File: config.mk
export PLATFORM = sky130hd
export DESIGN_NAME = ppxi_core
export DESIGN_NICKNAME = d
export VERILOG_FILES = /design/src/hw/ppxi_pkg.sv /design/src/hw/ppxi_link_if.sv /design/src/hw/ppxi_sync.sv /design/src/hw/ppxi_edge.sv /design/src/hw/ppxi_core.sv
export VERILOG_INCLUDE_DIRS = /design/src /design/src/hw
export SDC_FILE = /design/constraint.sdc
export NUM_CORES = 1
export LEC_CHECK = 0
export BUFFER_PORTS_ARGS = -buffer_cell sky130_fd_sc_hd__buf_2
export CORE_UTILIZATION = 40
export DETAILED_ROUTE_END_ITERATION = 10
export GPL_TIMING_DRIVEN = 0
export PLACE_DENSITY_LB_ADDON = 0.25
export SLEW_MARGIN = 20
export SYNTH_ARGS = -nofsm -noshare
export SYNTH_HDL_FRONTEND = slang
export SYNTH_SLANG_ARGS = --single-unit
File: constraint.sdc
create_clock -name mclk_in -period 3.5 [get_ports mclk_in]
set_input_delay 0.7 -clock mclk_in [delete_from_list [all_inputs] [get_ports mclk_in]]
set_output_delay 0.7 -clock mclk_in [all_outputs]
set_load 0.05 [all_outputs]
File: src/hw/ppxi_map.svh
// Contract
// Each port bit is input when direction bit clear, driven output when set.
// Written output data bit holds on its pin until software rewrites it.
// Output latch loads bus data only on write strobe addressing its data register.
// Reading a data register returns sampled pin level for every input bit.
// Each bit owns a pull-up enable that alone connects the pull-up.
// Undriven input with pull-up connected reads back as one.
// Port 2 bits 0 and 1 are interrupts zero and one, enable gated.
// Port 3 bits 0 and 1 are interrupts two and three, enable gated.
// Each interrupt has a two-bit trigger field in its port mode register.
// Trigger field 00 fires the interrupt on a falling pin edge.
// Port 2 bits 2 and 5 carry modulator outputs when their enables are set.
// Software clears direction, sets pull-up, then programs falling-edge trigger.
// Trigger 01 means rising edge; 10 and 11 mean any pin change.
// Port 3 mode bits 3:2 trigger interrupt three, bits 1:0 interrupt two.
// Trigger sets sticky flag; request needs own enable and global enable.
`ifndef PPXI_MAP_SVH
`define PPXI_MAP_SVH
// ----------------------------------------
// Register addresses
// ----------------------------------------
`define PPXI_ADR_FLAGS   8'h06
`define PPXI_ADR_ENABLE  8'h07
`define PPXI_ADR_P2_DATA 8'h24
`define PPXI_ADR_P2_DIR  8'h25
`define PPXI_ADR_P2_PU   8'h26
`define PPXI_ADR_P2_MODE 8'h27
`define PPXI_ADR_P3_DATA 8'h28
`define PPXI_ADR_P3_DIR  8'h29
`define PPXI_ADR_P3_PU   8'h2a
`define PPXI_ADR_P3_MODE 8'h2b
// ----------------------------------------
// Fields and constants
// ----------------------------------------
`define PPXI_GIE_BIT     7
`define PPXI_BZ_BIT      7
`define PPXI_PM2_BIT     6
`define PPXI_PM1_BIT     5
`define PPXI_PFO_BIT     4
`define PPXI_PDM1_PIN    2
`define PPXI_PDM2_PIN    5
`define PPXI_TRIG_A      1:0
`define PPXI_TRIG_B      3:2
`define PPXI_P3_MODE     4:0
`define PPXI_LOW_NIB     3:0
`define PPXI_SYNC_P2     7:0
`define PPXI_SYNC_P3     11:8
`define PPXI_IRQ_P2      1:0
`define PPXI_IRQ_P3      9:8
`define PPXI_ZERO_BYTE   8'h00
`define PPXI_ZERO_NIB    4'h0
`define PPXI_ZERO_TRI    3'h0
`define PPXI_SETTLE_DONE 2'h3
`define PPXI_SETTLE_STEP 2'h1
`endif

File: src/hw/ppxi_pkg.sv
`include "ppxi_map.svh"
package ppxi_pkg;
   typedef enum logic [1:0] {TRIG_FALL, TRIG_RISE, TRIG_ANY_A, TRIG_ANY_B} ppxi_trig_t;
   typedef struct packed {
      logic [11:0] s1;
      logic [11:0] s2;
   } ppxi_sync_t;
   typedef struct packed {
      logic [3:0]  prev;
      logic [1:0]  settle;
   } ppxi_edge_t;
   typedef struct packed {
      logic [7:0]  port2_data;
      logic [7:0]  port2_direction;
      logic [7:0]  port2_pullup;
      logic [7:0]  port2_pin_mode;
      logic [3:0]  port3_data;
      logic [3:0]  port3_direction;
      logic [3:0]  port3_pullup;
      logic [4:0]  port3_pin_mode;
      logic [3:0]  ext_irq_flags;
      logic [3:0]  irq_en;
      logic        global_irq_enable;
      logic [7:0]  p2_out;
      logic [7:0]  p2_oe;
      logic [3:0]  p3_out;
      logic [3:0]  p3_oe;
      logic [7:0]  rdata;
      logic        irq;
   } ppxi_core_t;
endpackage : ppxi_pkg

File: src/hw/ppxi_link_if.sv
`timescale 1ns/1ns
`default_nettype none
interface ppxi_link_if;
   logic [11:0] pin_raw;
   logic [11:0] pin_sync;
   logic [3:0]  irq_level;
   logic [7:0]  trig_mode;
   logic [3:0]  trig_hit;
   modport sync_mp (input pin_raw, output pin_sync);
   modport edge_mp (input irq_level, input trig_mode, output trig_hit);
endinterface : ppxi_link_if
`default_nettype wire

File: src/hw/ppxi_sync.sv
`timescale 1ns/1ns
`default_nettype none
module ppxi_sync (
   // Clock and reset
   input  wire logic      mclk_in,
   input  wire logic      rstn_in,
   // Pin levels
   ppxi_link_if.sync_mp   link
);
   ppxi_pkg::ppxi_sync_t r;
   ppxi_pkg::ppxi_sync_t n;

   // First stage feeds only the second
   always_comb begin
      n    = r;
      n.s1 = link.pin_raw;
      n.s2 = r.s1;
   end

   always_ff @(posedge mclk_in or negedge rstn_in) begin
      if (!rstn_in) begin
         r <= '0;
      end else begin
         r <= n;
      end
   end

   assign link.pin_sync = r.s2;
endmodule : ppxi_sync
`default_nettype wire

File: src/hw/ppxi_edge.sv
`timescale 1ns/1ns
`default_nettype none
`include "ppxi_map.svh"
module ppxi_edge (
   // Clock and reset
   input  wire logic      mclk_in,
   input  wire logic      rstn_in,
   // Levels, modes, hits
   ppxi_link_if.edge_mp   link
);
   ppxi_pkg::ppxi_edge_t r;
   ppxi_pkg::ppxi_edge_t n;
   logic                 armed;
   logic [3:0]           rose;
   logic [3:0]           fell;

   function automatic logic trig_fire(input ppxi_pkg::ppxi_trig_t m,
                                      input logic rs, input logic fl);
      logic f;
      f = 1'b0;
      unique case (m)
         ppxi_pkg::TRIG_FALL:  f = fl;
         ppxi_pkg::TRIG_RISE:  f = rs;
         ppxi_pkg::TRIG_ANY_A: f = rs | fl;
         ppxi_pkg::TRIG_ANY_B: f = rs | fl;
      endcase
      return f;
   endfunction : trig_fire

   // Settle guard hides the reset-to-pin ramp
   always_comb begin
      n      = r;
      n.prev = link.irq_level;
      if (r.settle != `PPXI_SETTLE_DONE) begin
         n.settle = r.settle + `PPXI_SETTLE_STEP;
      end
   end

   always_ff @(posedge mclk_in or negedge rstn_in) begin
      if (!rstn_in) begin
         r <= '0;
      end else begin
         r <= n;
      end
   end

   assign armed = (r.settle == `PPXI_SETTLE_DONE);
   assign rose  = link.irq_level & ~r.prev;
   assign fell  = ~link.irq_level & r.prev;

   for (genvar i = 0; i < 4; i++) begin : g_chan
      // trigger decode
      assign link.trig_hit[i] = armed &
         trig_fire(ppxi_pkg::ppxi_trig_t'(link.trig_mode[2*i+1 -: 2]), rose[i], fell[i]);
   end
endmodule : ppxi_edge
`default_nettype wire

File: src/hw/ppxi_core.sv
`timescale 1ns/1ns
`default_nettype none
`include "ppxi_map.svh"
module ppxi_core (
   // Clock and reset
   input  wire logic       mclk_in,
   input  wire logic       rstn_in,
   // Internal data bus
   input  wire logic [7:0] addr_in,
   input  wire logic [7:0] wdata_in,
   input  wire logic       wr_in,
   input  wire logic       rd_in,
   output logic      [7:0] rdata_out,
   // Port two pins
   input  wire logic [7:0] p2_pin_in,
   output logic      [7:0] p2_pin_out,
   output logic      [7:0] p2_pin_oe_out,
   output logic      [7:0] p2_pullup_out,
   // Port three pins
   input  wire logic [3:0] p3_pin_in,
   output logic      [3:0] p3_pin_out,
   output logic      [3:0] p3_pin_oe_out,
   output logic      [3:0] p3_pullup_out,
   // Modulator sources
   input  wire logic       pdm_one_in,
   input  wire logic       pdm_two_in,
   // Side controls and request
   output logic            irq_out,
   output logic            buzzer_enable_out,
   output logic            prog_counter_enable_out
);
   // ----------------------------------------
   // State and links
   // ----------------------------------------
   ppxi_pkg::ppxi_core_t r;
   ppxi_pkg::ppxi_core_t n;
   logic [7:0]           p2_sync;
   logic [3:0]           p3_sync;
   logic [7:0]           pdm_mask;

   ppxi_link_if link ();

   ppxi_sync u_sync (
      .mclk_in (mclk_in),
      .rstn_in (rstn_in),
      .link    (link)
   );

   ppxi_edge u_edge (
      .mclk_in (mclk_in),
      .rstn_in (rstn_in),
      .link    (link)
   );

   assign link.pin_raw   = {p3_pin_in, p2_pin_in};
   assign p2_sync        = link.pin_sync[`PPXI_SYNC_P2];
   assign p3_sync        = link.pin_sync[`PPXI_SYNC_P3];
   // interrupt pin taps
   assign link.irq_level = {link.pin_sync[`PPXI_IRQ_P3], link.pin_sync[`PPXI_IRQ_P2]};
   // trigger field routing
   assign link.trig_mode = {r.port3_pin_mode[`PPXI_TRIG_B], r.port3_pin_mode[`PPXI_TRIG_A],
                            r.port2_pin_mode[`PPXI_TRIG_B], r.port2_pin_mode[`PPXI_TRIG_A]};

   // ----------------------------------------
   // Next state
   // ----------------------------------------
   always_comb begin
      n        = r;
      pdm_mask = `PPXI_ZERO_BYTE;
      // addressed write only
      if (wr_in) begin
         case (addr_in)
            `PPXI_ADR_FLAGS:   n.ext_irq_flags   = wdata_in[`PPXI_LOW_NIB];
            `PPXI_ADR_ENABLE: begin
               n.irq_en = wdata_in[`PPXI_LOW_NIB];
               n.global_irq_enable    = wdata_in[`PPXI_GIE_BIT];
            end
            `PPXI_ADR_P2_DATA: n.port2_data      = wdata_in;
            `PPXI_ADR_P2_DIR:  n.port2_direction = wdata_in;
            `PPXI_ADR_P2_PU:   n.port2_pullup    = wdata_in;
            `PPXI_ADR_P2_MODE: n.port2_pin_mode  = wdata_in;
            `PPXI_ADR_P3_DATA: n.port3_data      = wdata_in[`PPXI_LOW_NIB];
            `PPXI_ADR_P3_DIR:  n.port3_direction = wdata_in[`PPXI_LOW_NIB];
            `PPXI_ADR_P3_PU:   n.port3_pullup    = wdata_in[`PPXI_LOW_NIB];
            `PPXI_ADR_P3_MODE: n.port3_pin_mode  = wdata_in[`PPXI_P3_MODE];
            default: ;
         endcase
      end
      // sticky flags, set wins
      n.ext_irq_flags = n.ext_irq_flags | link.trig_hit;
      // gated request
      n.irq = r.global_irq_enable && |(r.ext_irq_flags & r.irq_en);
      // direction and latch
      n.p2_out = r.port2_data;
      n.p2_oe  = r.port2_direction;
      n.p3_out = r.port3_data;
      n.p3_oe  = r.port3_direction;
      // modulator takeover
      pdm_mask[`PPXI_PDM1_PIN] = r.port2_pin_mode[`PPXI_PM1_BIT];
      pdm_mask[`PPXI_PDM2_PIN] = r.port2_pin_mode[`PPXI_PM2_BIT];
      if (pdm_mask[`PPXI_PDM1_PIN]) begin
         n.p2_out[`PPXI_PDM1_PIN] = pdm_one_in;
         n.p2_oe[`PPXI_PDM1_PIN]  = 1'b1;
      end
      if (pdm_mask[`PPXI_PDM2_PIN]) begin
         n.p2_out[`PPXI_PDM2_PIN] = pdm_two_in;
         n.p2_oe[`PPXI_PDM2_PIN]  = 1'b1;
      end
      // input bits read pin
      if (rd_in) begin
         case (addr_in)
            `PPXI_ADR_FLAGS:   n.rdata = {`PPXI_ZERO_NIB, r.ext_irq_flags};
            `PPXI_ADR_ENABLE:  n.rdata = {r.global_irq_enable, `PPXI_ZERO_TRI, r.irq_en};
            `PPXI_ADR_P2_DATA: n.rdata = (r.port2_direction & r.port2_data) |
                                         (~r.port2_direction & p2_sync);
            `PPXI_ADR_P2_DIR:  n.rdata = r.port2_direction;
            `PPXI_ADR_P2_PU:   n.rdata = r.port2_pullup;
            `PPXI_ADR_P2_MODE: n.rdata = r.port2_pin_mode;
            `PPXI_ADR_P3_DATA: n.rdata = {`PPXI_ZERO_NIB, (r.port3_direction & r.port3_data) |
                                         (~r.port3_direction & p3_sync)};
            `PPXI_ADR_P3_DIR:  n.rdata = {`PPXI_ZERO_NIB, r.port3_direction};
            `PPXI_ADR_P3_PU:   n.rdata = {`PPXI_ZERO_NIB, r.port3_pullup};
            `PPXI_ADR_P3_MODE: n.rdata = {`PPXI_ZERO_TRI, r.port3_pin_mode};
            default:           n.rdata = `PPXI_ZERO_BYTE;
         endcase
      end
   end

   // ----------------------------------------
   // State register
   // ----------------------------------------
   always_ff @(posedge mclk_in or negedge rstn_in) begin
      if (!rstn_in) begin
         r <= '0;
      end else begin
         r <= n;
      end
   end

   // ----------------------------------------
   // Outputs
   // ----------------------------------------
   assign rdata_out               = r.rdata;
   assign p2_pin_out              = r.p2_out;
   assign p2_pin_oe_out           = r.p2_oe;
   assign p3_pin_out              = r.p3_out;
   assign p3_pin_oe_out           = r.p3_oe;
   // per-bit pull-up
   assign p2_pullup_out           = r.port2_pullup;
   assign p3_pullup_out           = r.port3_pullup;
   assign irq_out                 = r.irq;
   assign buzzer_enable_out       = r.port2_pin_mode[`PPXI_BZ_BIT];
   assign prog_counter_enable_out = r.port3_pin_mode[`PPXI_PFO_BIT];
endmodule : ppxi_core
`default_nettype wire

==> impl_metrics.csv <==
group,metric,value,unit
run_status,outcome,"complete, no violations",
run,maxCapViolCount,0,
die,die_h,117,um
drt,drtIter0Drc,207,
sta,fin_skew,0.00565,ns
die,num_rows,41,
drt,drt-met1-wl,5210,um
sta,fin_crit,2.45,ns
yosys,yosysMostFrequentCell,"dfrtp_1",
yosys,syn_nets,457,
critical_path,worstPathRequired,3.80,ns
global_route,grt_usage,0.190,
drt,first_pass_iters,4,
critical_path,reg2reg_depth,5,
critical_path,cp_num_cells,5,
global_route,grt_pass1_vias,3586,
power_and_ir_drop,leakage,3.29,nW
yosys,synth_cells,414,
critical_path,crit_chain,"buf_2, clkbuf_1, buf_2, nand4_1, mux2_2",
clocking,cts_tree,"yes",
final_layout,syn_to_final_growth,24.4,%
critical_path,critPathLaunch,"addr_in[0]",
critical_path,critical_path.slowest_cell,"nand4_1",
die,io_pins,81,
power_and_ir_drop,p_seq_frac,0.392,
critical_path,cpPeakStageDelay,0.58,ns
clocking,clkSlewWorstSetupHoldPaths,0.06,ns
die,initial_utilization,0.415,
drt,drtAntennaViolNets,0,
sta,finalCritPeriodShare,0.699,
clocking,cts_root_buffer,"clkbuf_16",
yosys,syn-cell-area,5330,sq um
drt,post_drt_wl_per_cell,17.2,um
placement,pre_cts_slack,0.630,ns
critical_path,worstSetupStartpointType,"primary input",
yosys,synth_area_leaders,"dfrtp_1 (57%), mux2_2 (12%), buf_4 (6.2%), mux2i_1 (2.6%), ha_1 (2.1%)",
sta,tightest_slew,0.724,ns
drt,vias,3393,
yosys,yosysSeqAreaShare,0.569,
drt,via_per_inst,4.90,
power_and_ir_drop,intPower,2.93,mW
placement,place_congestion,0.919,
clocking,cts_hold_buf,0,
clocking,clk_latency,0.42,ns
power_and_ir_drop,vdd_drop_max,0.331,mV
clocking,cts_buffer_depth,2,
critical_path,path_common_cell,"buf_2",
clocking,post_cts_buffers,0,
critical_path,cp_top_family,"buffers and inverters",
critical_path,cp-end-kind,"flip-flop",
critical_path,path_buf_inv,3,
sta,layout_setup_ws,1.05,ns
power_and_ir_drop,swShare,0.233,
clocking,ctsResizeCount,0,
yosys,synth.top_cell.area_share,0.569,
yosys,async_reset_ff_frac,1.00,
drt,dr_wl_met2,5860,um
sta,setup_viol,0,
yosys,synth-edff-count,0,
sta,rsz0062_at_grt,"false",
drt,routed_wl,11900,um
die,core,12800,sq um
yosys,ys_seq_elements,121,
power_and_ir_drop,clkPwrFrac,0.524,
yosys,yosysUniqueCellTypes,53,
global_route,antenna_found_initial,0,
placement,portBuffers,73,
die,dieArea,13800,sq um
die,die_w,117,um
power_and_ir_drop,p_sw,889,uW
yosys,synthFlopType,"dfrtp_1",
final_layout,drive_above_1_share,0.444,
global_route,gr-total-overflow,0,
sta,fmax,0.409,GHz
global_route,grt_start_max_net_pins,67,
critical_path,rrSetupSlack,2.00,ns
yosys,synth_area_per_cell,12.9,sq um
clocking,cts_sinks,121,
final_layout,nets,550,
drt,drc,0,
drt,dr.max_layer_used,"met4",
critical_path,cp_max_fo,10,
sta,slew_headroom,0.517,
min_path,hold_path.class,"primary input to async pin",
global_route,grt_pass1_wl,19600,um
yosys,ys_warn_count,0,
critical_path,arrival,2.75,ns
yosys,synthTopCellsByCount,"dfrtp_1 (121), mux2_2 (59), buf_4 (44)",
yosys,netlist.top_cell.by_area,"dfrtp_1",
sta,fin_tns_setup,0,ns
drt,dr_wl_met3,557,um
power_and_ir_drop,powerDensity,577,nW/um^2
critical_path,r2r_end,"rdata_out[0]",
critical_path,r2r-start,"u_sync.link.pin_sync[8]",
clocking,numCtsBuffers,17,
sta,hold_viol,0,
power_and_ir_drop,comb_power_share,0.083,
sta,slew_violations,0,
critical_path,setup.worst_path.class,"primary input to flip-flop",
clocking,cts.htree.levels,4,
placement,dpl.hpwl,8290,um
final_layout,diodes,0,
## how the worst max path moves through the flow
stage | to | slack (ns)
after global placement | u_sync.n[0] | 0.25
after detailed placement | n[21] | 0.63
after global routing | r[80] | 1.03
after floorplan | prog_counter_enable_out | 1.24
after CTS | n[21] | 1.08
final | n[21] | 1.05
## per-layer routing
metal | vias up | GRT usage
li1 | 1618 | -
met1 | 1661 | 0.235
met2 | 90 | 0.306
met3 | 24 | 0.0593
met4 | 0 | 0.0844
met5 | - | 0
## power groups by stage
stage / sequential (mW) / clock [mW] / combinational (mW)
finish: 1.50 / 2.00 / 0.317
detailed placement: 1.52 / 0 / 0.320
floorplan: 1.52 / 0 / 0.212
global placement: 1.52 / 0 / 0.311
global route: 1.51 / 2.10 / 0.344
CTS: 1.50 / 2.04 / 0.322
## layout by cell type (no fill, tap or decap), drive strengths merged, types with 2 or more instances in the layout
| master | Yosys | final |
|---|---|---|
| buf | 52 | 126 |
| dfrtp | 121 | 121 |
| mux2 | 59 | 59 |
| clkbuf | 7 | 25 |
| inv | 17 | 19 |
| a21oi | 16 | 16 |
| o21ai | 14 | 14 |
| mux2i | 14 | 14 |
| nor2 | 13 | 13 |
| nand2 | 12 | 12 |
| o22ai | 10 | 10 |
| nor2b | 9 | 9 |
| ha | 9 | 9 |
| nor4 | 8 | 8 |
| bufinv | 0 | 6 |
| nand2b | 5 | 5 |
| a211oi | 4 | 4 |
| a221o | 4 | 4 |
| a22oi | 4 | 4 |
| clkinv | 0 | 4 |
| nor3 | 4 | 4 |
| nand3 | 3 | 3 |
| or2 | 3 | 3 |
| a311oi | 3 | 3 |
| and3 | 2 | 2 |
| nor3b | 2 | 2 |
| o31ai | 2 | 2 |
| nand3b | 2 | 2 |
| clkinvlp | 0 | 2 |
| or4b | 2 | 2 |
## sequential cells by signal, summed over array words and instances, names as in the netlist, 8 cells and up
name	flops
p2_pin_out	8
u_sync.link.pin_sync	12
rdata_out	8
u_sync.n	12
n	20
link.trig_mode	8
r	14
p2_pin_oe_out	8
p2_pullup_out	8
## metrics by stage
step           std cells  area [sq um]  utilization  total power, mW  hold slack (ns)
2_1_floorplan        414          5330            -             1.73            0.331
3_3_place_gp         659          5910        0.460             1.83            0.333
3_5_place_dp         660          5940        0.463             1.84            0.336
4_1_cts              692          6620        0.516             3.86            0.254
5_1_grt              692          6620        0.516             3.96            0.266
6_report             692          6620        0.516             3.82            0.240
## cell type report
class / count / area [sq um]
fill: 1126 / 6200
clock inverter: 14 / 244
tap: 172 / 215
clock buffer: 18 / 439
multi-input combinational: 217 / 1820
sequential: 121 / 3030
buffer: 59 / 409
inverter: 17 / 63.8
timing repair buffer: 74 / 399
## worst register-to-register path: stages (launching register included)
cell and delay (ns):
dfrtp_1 0.36, inv_1 0.07, or3_1 0.40, a311oi_2 0.31, a311oi_1 0.10, a22oi_1 0.17
## kinds of logic (layout without fill, tap and decap cells)
kind of cell    count (synthesis)  in the layout  synth area share
mux                            73             73             0.151
simple gates                   70             70            0.0869
fa+ha+maj                       9              9            0.0211
flops                         121            121             0.569
compound gates                 64             64            0.0818
xor+xnor                        1              1           0.00165
buf+inv                        76            182            0.0888
No activity file was read; power rests on OpenSTA's default activity.
